## src/common/acr_pkg.sv

```systemverilog
// constants, types and field layout of the afe configuration registers
// Operation
// RULE_01: test-signal register at 02h, reset 00h, bits7:5 high
// RULE_02: test-signal bit 4 picks internal or external source
// RULE_03: test-signal bit 2 doubles calibration amplitude
// RULE_04: bits 1:0 pick pulse rate or dc
// RULE_05: reserved test bit 3, reference bit 4 read zero
// RULE_06: reference register at 03h, reset e8, bits7:6 high
// RULE_07: reference bit 5 selects 4 V over 2.4 V
// RULE_08: reference bit 3 routes op-amp noninverting input
// RULE_09: reference bit 2 powers op amp, resets zero
// RULE_10: reserved reference bit 1 always reads zero
// RULE_11: reference bit 0 read-only, value unfixed
// RULE_12: fault register at 04h, threshold in bits 7:5
// RULE_13: threshold code sets paired high/low comparator limits
// RULE_14: read-only bit ignores writes, others store
package acr_pkg;

	// register indices; byte address is four times the index
	localparam logic [7:0] IDX_TEST  = 8'h02;
	localparam logic [7:0] IDX_REF   = 8'h03;
	localparam logic [7:0] IDX_FAULT = 8'h04;

	// reset values of the whole registers
	localparam logic [7:0] RST_TEST  = 8'h00;
	localparam logic [7:0] RST_REF   = 8'he8;
	localparam logic [7:0] RST_FAULT = 8'h00;

	// test-signal register fields
	localparam int TEST_SRC_BIT  = 4;
	localparam int TEST_AMP_BIT  = 2;
	localparam int TEST_RATE_LSB = 0;
	localparam logic [7:0] TEST_ONES_MASK = 8'he0;

	// reference register fields
	localparam int REF_HIGH_BIT  = 5;
	localparam int REF_BIAS_BIT  = 3;
	localparam int REF_POWER_BIT = 2;
	localparam int REF_RO_BIT    = 0;
	localparam logic [7:0] REF_ONES_MASK = 8'hc0;

	// fault register fields
	localparam int FAULT_TH_LSB = 5;

	// test-rate encodings
	localparam logic [1:0] RATE_SLOW   = 2'h0;
	localparam logic [1:0] RATE_FAST   = 2'h1;
	localparam logic [1:0] RATE_UNUSED = 2'h2;
	localparam logic [1:0] RATE_DC     = 2'h3;

	// test pulse periods as powers of two of the master clock
	localparam int SLOW_LOG2 = 21;
	localparam int FAST_LOG2 = 20;

	// comparator limits are given in tenths of a percent
	localparam logic [9:0] FULL_SCALE = 10'h3e8;

	// ahb transfer type bit that marks an active transfer
	localparam int HTRANS_ACTIVE_BIT = 1;

	typedef struct packed {
		logic       test_internal;
		logic       test_amp_double;
		logic [1:0] test_rate_select;
		logic       reference_high_select;
		logic       amp_bias_select;
		logic       amp_power_on;
		logic [2:0] comparator_threshold;
	} acr_cfg_t;

	typedef struct packed {
		logic [7:0] index;
		logic       write;
	} acr_req_t;

endpackage

```

## src/logic/acr_test_gen.sv

```systemverilog
// test-signal waveform generator driven by the master clock
`timescale 1ns/1ps
module acr_test_gen #(
	parameter int SLOW_LOG2 = acr_pkg::SLOW_LOG2,
	parameter int FAST_LOG2 = acr_pkg::FAST_LOG2
) (
	// clock and reset
	input  wire logic       clk,
	input  wire logic       rst,
	input  wire logic       ce,
	// control
	input  wire logic       run,
	input  wire logic [1:0] rate,
	// waveform
	output logic            wave
);

	logic [SLOW_LOG2-1:0] cnt_q;
	logic                 wave_d;

	// divider counts while run is high and clears while run is low; each tap toggles at half its pulse period
	always_ff @(posedge clk or posedge rst)
	begin
		if (rst)
			cnt_q <= '0;
		else if (ce)
		begin
			if (run)
				cnt_q <= cnt_q + 1'b1;
			else
				cnt_q <= '0;
		end
	end

	always_comb
	begin
		case (rate)
			acr_pkg::RATE_SLOW:   wave_d = cnt_q[SLOW_LOG2-1]; // RULE_04
			acr_pkg::RATE_FAST:   wave_d = cnt_q[FAST_LOG2-1]; // RULE_04
			acr_pkg::RATE_DC:     wave_d = 1'b1; // RULE_04
			default:              wave_d = 1'b0;
		endcase
	end

	always_ff @(posedge clk or posedge rst)
	begin
		if (rst)
			wave <= 1'b0;
		else if (ce)
			wave <= run & wave_d;
	end

endmodule // acr_test_gen

```

## src/logic/acr_regs.sv

```systemverilog
// configuration register bank with an ahb-lite slave port
`timescale 1ns/1ps
module acr_regs #(
	parameter int SLOW_LOG2 = acr_pkg::SLOW_LOG2,
	parameter int FAST_LOG2 = acr_pkg::FAST_LOG2
) (
	// clock, reset, enable
	input  wire logic              MCLK,
	input  wire logic              RST,
	input  wire logic              CE,
	// ahb-lite slave
	input  wire logic              HSEL,
	input  wire logic [31:0]       HADDR,
	input  wire logic [1:0]        HTRANS,
	input  wire logic              HWRITE,
	input  wire logic [2:0]        HSIZE,
	input  wire logic [31:0]       HWDATA,
	input  wire logic              HREADY,
	output logic      [31:0]       HRDATA,
	output logic                   HREADYOUT,
	output logic                   HRESP,
	// analog controls
	output acr_pkg::acr_cfg_t      CFG,
	output logic                   TEST_SIGNAL,
	output logic      [9:0]        LIMIT_HIGH,
	output logic      [9:0]        LIMIT_LOW
);

	typedef enum logic [1:0] {
		ST_IDLE,
		ST_WRITE,
		ST_READ
	} acr_state_t;

	acr_state_t        state_q;
	acr_state_t        state_d;
	acr_pkg::acr_req_t req_q;
	logic              take;
	logic              wr_en;
	logic [7:0]        wr_byte;

	// stored register bits; reserved bits are not stored
	logic       src_q;
	logic       amp_q;
	logic [1:0] rate_q;
	logic       ref_high_q;
	logic       bias_q;
	logic       power_q;
	logic [2:0] th_q;

	logic       wave;
	logic [9:0] high_d;

	// high-side comparator limit in tenths of a percent
	function automatic logic [9:0] high_limit(input logic [2:0] code);
		logic [9:0] v;
		v = 10'h3b6;
		case (code)
			3'h0:    v = 10'h3b6;
			3'h1:    v = 10'h39d;
			3'h2:    v = 10'h384;
			3'h3:    v = 10'h36b;
			3'h4:    v = 10'h352;
			3'h5:    v = 10'h320;
			3'h6:    v = 10'h2ee;
			3'h7:    v = 10'h2bc;
			default: v = 10'h3b6;
		endcase
		return v;
	endfunction

	// register index from a byte address; off-word or out of range gives ff
	function automatic logic [7:0] decode(input logic [31:0] addr);
		logic [7:0] idx;
		idx = 8'hff;
		if (addr[1:0] == 2'h0 && addr[31:10] == '0)
			idx = addr[9:2];
		return idx;
	endfunction

	// value seen by a read of the given index
	function automatic logic [7:0] readback(input logic [7:0] idx,
		input logic s, input logic a, input logic [1:0] r,
		input logic h, input logic b, input logic p, input logic [2:0] t);
		logic [7:0] v;
		v = 8'h00;
		case (idx)
			acr_pkg::IDX_TEST:
			begin
				v = acr_pkg::TEST_ONES_MASK; // RULE_01
				v[acr_pkg::TEST_SRC_BIT] = s;
				v[acr_pkg::TEST_AMP_BIT] = a;
				v[acr_pkg::TEST_RATE_LSB +: 2] = r;
				// bit 3 left low RULE_05
			end
			acr_pkg::IDX_REF:
			begin
				v = acr_pkg::REF_ONES_MASK; // RULE_06
				v[acr_pkg::REF_HIGH_BIT] = h;
				v[acr_pkg::REF_BIAS_BIT] = b;
				v[acr_pkg::REF_POWER_BIT] = p;
				// bits 4 and 1 left low RULE_10
				// bit 0 read-only, returns low RULE_11
			end
			acr_pkg::IDX_FAULT:
			begin
				v[acr_pkg::FAULT_TH_LSB +: 3] = t; // RULE_12
			end
			default:
				v = 8'h00;
		endcase
		return v;
	endfunction

	assign take = HSEL & HTRANS[acr_pkg::HTRANS_ACTIVE_BIT] & HREADY;
	assign wr_en = CE & (state_q == ST_WRITE) & req_q.write;
	assign wr_byte = HWDATA[7:0];

	// bus sequencer: writes finish at once, reads take one wait state
	always_comb
	begin
		state_d = state_q;
		case (state_q)
			ST_IDLE,
			ST_WRITE:
			begin
				if (take)
					state_d = HWRITE ? ST_WRITE : ST_READ;
				else
					state_d = ST_IDLE;
			end
			ST_READ:
				state_d = ST_IDLE;
			default:
				state_d = ST_IDLE;
		endcase
	end

	always_ff @(posedge MCLK or posedge RST)
	begin
		if (RST)
			state_q <= ST_IDLE;
		else if (CE)
			state_q <= state_d;
	end

	always_ff @(posedge MCLK or posedge RST)
	begin
		if (RST)
			req_q <= '0;
		else if (CE && take)
		begin
			req_q.index <= decode(HADDR);
			req_q.write <= HWRITE;
		end
	end

	// wait state is inserted in the cycle after a read is accepted
	always_ff @(posedge MCLK or posedge RST)
	begin
		if (RST)
			HREADYOUT <= 1'b1;
		else if (CE)
			HREADYOUT <= !(take && !HWRITE && state_q != ST_READ);
	end

	always_ff @(posedge MCLK or posedge RST)
	begin
		if (RST)
			HRESP <= 1'b0;
		else if (CE)
			HRESP <= 1'b0;
	end

	always_ff @(posedge MCLK or posedge RST)
	begin
		if (RST)
			HRDATA <= '0;
		else if (CE)
		begin
			if (state_q == ST_READ)
				HRDATA <= {24'h000000, readback(req_q.index, src_q,
					amp_q, rate_q, ref_high_q, bias_q, power_q, th_q)};
			else
				HRDATA <= '0;
		end
	end

	// test-signal register
	always_ff @(posedge MCLK or posedge RST)
	begin
		if (RST)
		begin
			src_q  <= acr_pkg::RST_TEST[acr_pkg::TEST_SRC_BIT]; // RULE_01
			amp_q  <= acr_pkg::RST_TEST[acr_pkg::TEST_AMP_BIT];
			rate_q <= acr_pkg::RST_TEST[acr_pkg::TEST_RATE_LSB +: 2];
		end
		else if (wr_en && req_q.index == acr_pkg::IDX_TEST)
		begin
			src_q  <= wr_byte[acr_pkg::TEST_SRC_BIT]; // RULE_02
			amp_q  <= wr_byte[acr_pkg::TEST_AMP_BIT]; // RULE_03
			rate_q <= wr_byte[acr_pkg::TEST_RATE_LSB +: 2]; // RULE_04
		end
	end

	// reference register; bit 0 has no storage, so writes to it vanish
	always_ff @(posedge MCLK or posedge RST)
	begin
		if (RST)
		begin
			ref_high_q <= acr_pkg::RST_REF[acr_pkg::REF_HIGH_BIT]; // RULE_07
			bias_q     <= acr_pkg::RST_REF[acr_pkg::REF_BIAS_BIT]; // RULE_06
			power_q    <= acr_pkg::RST_REF[acr_pkg::REF_POWER_BIT]; // RULE_09
		end
		else if (wr_en && req_q.index == acr_pkg::IDX_REF)
		begin
			ref_high_q <= wr_byte[acr_pkg::REF_HIGH_BIT]; // RULE_07
			bias_q     <= wr_byte[acr_pkg::REF_BIAS_BIT]; // RULE_08
			power_q    <= wr_byte[acr_pkg::REF_POWER_BIT]; // RULE_09
		end // RULE_14
	end

	// fault threshold register
	always_ff @(posedge MCLK or posedge RST)
	begin
		if (RST)
			th_q <= acr_pkg::RST_FAULT[acr_pkg::FAULT_TH_LSB +: 3]; // RULE_12
		else if (wr_en && req_q.index == acr_pkg::IDX_FAULT)
			th_q <= wr_byte[acr_pkg::FAULT_TH_LSB +: 3]; // RULE_12
	end

	// analog control outputs, one cycle behind the stored bits
	always_ff @(posedge MCLK or posedge RST)
	begin
		if (RST)
			CFG <= '0;
		else if (CE)
		begin
			CFG.test_internal         <= src_q; // RULE_02
			CFG.test_amp_double       <= amp_q; // RULE_03
			CFG.test_rate_select      <= rate_q; // RULE_04
			CFG.reference_high_select <= ref_high_q; // RULE_07
			CFG.amp_bias_select       <= bias_q; // RULE_08
			CFG.amp_power_on          <= power_q; // RULE_09
			CFG.comparator_threshold  <= th_q; // RULE_13
		end
	end

	assign high_d = high_limit(th_q);

	// paired limits: low side mirrors high side about mid-scale
	always_ff @(posedge MCLK or posedge RST)
	begin
		if (RST)
		begin
			LIMIT_HIGH <= 10'h000;
			LIMIT_LOW  <= 10'h000;
		end
		else if (CE)
		begin
			LIMIT_HIGH <= high_d; // RULE_13
			LIMIT_LOW  <= acr_pkg::FULL_SCALE - high_d; // RULE_13
		end
	end

	// internal generator runs only when the source is internal
	acr_test_gen #(
		.SLOW_LOG2 (SLOW_LOG2),
		.FAST_LOG2 (FAST_LOG2)
	) u_gen (
		.clk  (MCLK),
		.rst  (RST),
		.ce   (CE),
		.run  (src_q),
		.rate (rate_q),
		.wave (wave)
	);

	always_ff @(posedge MCLK or posedge RST)
	begin
		if (RST)
			TEST_SIGNAL <= 1'b0;
		else if (CE)
			TEST_SIGNAL <= wave; // RULE_02
	end

endmodule // acr_regs

```

## config.mk

```make
export PLATFORM = sky130hd
export DESIGN_NAME = acr_regs
export DESIGN_NICKNAME = d
export VERILOG_FILES = /design/src/common/acr_pkg.sv /design/src/logic/acr_test_gen.sv /design/src/logic/acr_regs.sv
export SDC_FILE = /design/constraint.sdc
export NUM_CORES = 1
export LEC_CHECK = 0
export ABC_AREA = 1
export ABC_CLOCK_PERIOD_IN_PS = 1600
export BUFFER_PORTS_ARGS = -buffer_cell sky130_fd_sc_hd__buf_2
export CAP_MARGIN = 20
export CELL_PAD_IN_SITES_DETAIL_PLACEMENT = 1
export CELL_PAD_IN_SITES_GLOBAL_PLACEMENT = 1
export CORE_MARGIN = 8
export CORE_UTILIZATION = 32
export CTS_CLUSTER_DIAMETER = 200
export CTS_CLUSTER_SIZE = 25
export DETAILED_ROUTE_END_ITERATION = 16
export PLACE_DENSITY = 0.8
export SLEW_MARGIN = 10
export SYNTH_ARGS = -nofsm -noshare
export SYNTH_HDL_FRONTEND = slang
export SYNTH_HIERARCHICAL = 1
export SYNTH_SLANG_ARGS = --single-unit
```

## constraint.sdc

```tcl
create_clock -name MCLK -period 1.6 [get_ports MCLK]
set_input_delay 0.08 -clock MCLK [delete_from_list [all_inputs] [get_ports MCLK]]
set_output_delay 0.08 -clock MCLK [all_outputs]
set_load 0.02 [all_outputs]
```

==> flow_metrics.py <==
metrics = {
    "synthesis": {
        "syn_inst": 587,
        "synth_common_cells": "177 x nand2_1, 102 x nor2_1, 78 x dfrtp_1",
        "post-synth-top-area-cell": "dfrtp_1",
        "ys_types": 34,
        "synth_enable_flop_cells": 0,
        "synth_seq_area_share": 0.467,
        "synth_area_um2": 4340,
        "ys_warn_count": 6,
        "ys_top_cells_by_area": "dfrtp_1 45%, nand2_1 15%, nor2_1 8.8%",
        "synthArstFlopShare": 1.00,
        "yosys.cell_count.top_type": "nand2_1",
        "synth-seq-cells": 81,
        "syn_area_per_cell_um2": 7.40,
        "netlist.area_leader.share": 0.449,
        "ys_dominant_reg_cell": "dfrtp_1",
    },
    "sta": {
        "hold_viol": 0,
        "rsz0062_at_grt": "yes",
        "fmax_ghz": 0.629,
        "min_period_over_period": 0.994,
        "period_needed_ns": 1.59,
        "maxSlewViolCount": 0,
        "finalSetupViolations": 0,
        "fin_skew_ns": 0.00583,
        "whs_ns": 0.0284,
        "tns_ns": 0,
    },
    "global_route": {
        "grt_max_degree": 60,
        "grt_pass1_wl_um": 20500,
        "grtUsageTotal": 0.141,
        "grt_pass1_vias": 4411,
        "grt-ovfl-total": 0,
        "antenna_found_initial": 0,
    },
    "place": {
        "dp_hpwl_um": 9190,
        "gp_congestion": 0.825,
        "io_buffer_count": 86,
        "dp.cells": 851,
    },
    "layout": {
        "nets": 779,
        "instances_no_fill": 879,
        "area_delta_synth_final_pct": 24.0,
        "fillCellCount": 1706,
        "antenna_cells": 0,
        "drive_gt1_frac": 0.228,
    },
    "clock_network": {
        "clock_path_buffers": 2,
        "ctsHtreeMaxLevel": 3,
        "cts-root-buf": "clkbuf_16",
        "cts.sinks": 81,
        "cts_tree": "yes",
        "clkTransAtPathRegs_ns": 0.06,
        "clkLatencyLatePin_ns": 0.34,
        "cts_made_buffers": 9,
    },
    "power_and_ir_drop": {
        "leakage_nw": 2.77,
        "p_per_area_nw_per_um2": 833,
        "irDropWorstVdd_mv": 0.500,
        "p_total_mw": 4.49,
    },
    "route": {
        "viasPerCell": 4.56,
        "wl_per_cell_um": 13.9,
        "drt_wl_total_um": 12200,
        "dr.first_iter.drc_count": 157,
        "dr.pass1.iters": 4,
        "vias": 4008,
        "drc_errors": 0,
        "antenna_left": 0,
    },
    "critical_path": {
        "worstPathRequired_ns": 1.83,
        "crit_path_end_kind": "flip-flop",
        "crit_path_start_kind": "flip-flop",
        "critPathKind": "flip-flop to flip-flop",
        "crit_fanout": 6,
        "arrival_ns": 1.82,
    },
    "floorplanning": {
        "io_pins": 140,
        "start_util": 0.328,
        "die_x_um": 133,
        "core-area_um2": 13200,
        "fp.dieH_um": 133,
        "dieArea_um2": 17600,
        "rows": 42,
    },
    "hold_path": {
        "hp-class": "input pin to flip-flop",
    },
    "run_status": {
        "outcome": "complete, no violations",
    },
    "flow_run": {
        "maxCapViolations": 0,
    },
}
## metrics by stage
stage	setup slack (ns)	area, µm²	util
after floorplan	-0.0285	4440	-
after global placement	-0.000271	4960	0.375
after detailed placement	-0.0589	4960	0.375
after CTS	0.0182	5370	0.405
after global routing	-0.0763	5390	0.407
final	0.00927	5390	0.407
## where the power goes
part	internal, mW	switching, mW	total, mW
logic	0.144	0.293	0.437
registers	2.10	0.0289	2.13
clock network	1.09	0.830	1.92
## layout by cell type (no fill, tap or decap), types with 2 or more instances in the layout
| cell type | Yosys | final |
|---|---|---|
| nor3_1 | 8 | 8 |
| nand2_1 | 177 | 176 |
| dfstp_2 | 3 | 3 |
| inv_1 | 58 | 51 |
| nand2_2 | 1 | 2 |
| nor2_1 | 102 | 98 |
| nand4_1 | 3 | 3 |
| inv_2 | 3 | 9 |
| nor2_4 | 6 | 7 |
| clkinvlp_4 | 0 | 3 |
| a21oi_1 | 11 | 11 |
| o21ai_1 | 5 | 6 |
| buf_4 | 30 | 21 |
| dlygate4sd3_1 | 0 | 9 |
| clkbuf_1 | 3 | 2 |
| o22ai_1 | 3 | 3 |
| clkbuf_16 | 0 | 9 |
| ha_2 | 0 | 2 |
| o21ai_0 | 29 | 28 |
| nand3_1 | 38 | 37 |
| nand3_2 | 1 | 2 |
| dfrtp_1 | 78 | 77 |
| ha_1 | 6 | 3 |
| buf_2 | 3 | 86 |
| nor2_2 | 3 | 6 |
| conb_1 | 1 | 25 |
## flip-flops by register name, indices dropped and copies added, names as in the netlist, 2 cells and up
register     cells
u_gen/cnt_q     21
CFG             10
LIMIT_HIGH       9
LIMIT_LOW        9
req_q            9
HRDATA           8
th_q             3
rate_q           2
state_q          2
## repair_timing
action	4_1_cts	5_1_grt
hold buffers	9	0
resized for setup	12	4
endpoints found under the hold margin	87	0
pin swaps	4	2
buffers inserted	1	2
gates cloned	0	0
endpoints found under the setup margin	2	3
## final timing paths
kind                              from             end  slack (ns)  depth (start not counted)
setup reg to reg               th_q[1]    LIMIT_LOW[5]       0.009                         10
hold / removal               HWDATA[1]       rate_q[1]        0.03                          3
setup / recovery               th_q[1]    LIMIT_LOW[5]       0.009                         10
hold reg to reg            TEST_SIGNAL     TEST_SIGNAL        0.47                          2
max in group asynchronous          RST      ref_high_q        0.93                          4
min in group asynchronous          RST  u_gen/cnt_q[5]        0.36                          4
## critical path: stages, from the launching register on
cell	delay [ns]
dfrtp_1	0.39
buf_4	0.17
nand2_1	0.12
inv_2	0.08
nor2_4	0.13
inv_1	0.06
ha_1	0.19
nand4_1	0.13
nand2_1	0.07
nand2_1	0.06
nand3_1	0.06
## per-layer routing
metal / vias to the layer above / track usage / part of all wire
met5: - / 0 / 0
li1: 1992 / - / -
met1: 1898 / 0.163 / 0.44
met3: 16 / 0.0428 / 0.062
met4: 0 / 0.0631 / 0.017
met2: 102 / 0.235 / 0.48
## cell families (layout without fill, tap and decap cells)
logic type | Yosys count | count (layout) | share of synthesized area
other | 1 | 25 | 0.000863
flip-flops | 81 | 81 | 0.467
adder cells (fa/ha/maj) | 6 | 6 | 0.0173
AO/OA/AOI/OAI | 51 | 51 | 0.0616
AND/OR/NAND/NOR | 346 | 346 | 0.334
buffers and inverters | 102 | 194 | 0.118
## final cells by class
| cell class | count | area, µm² | share of cell area |
|---|---|---|---|
| inverter | 61 | 233 | 0.0432 |
| multi-input combinational | 428 | 1930 | 0.358 |
| clock inverter | 4 | 28.8 | 0.00534 |
| tap | 176 | 220 | 0.0409 |
| timing repair buffer | 117 | 698 | 0.130 |
| clock buffer | 12 | 246 | 0.0458 |
| sequential | 81 | 2030 | 0.377 |
No activity file was read; power rests on OpenSTA's default activity.
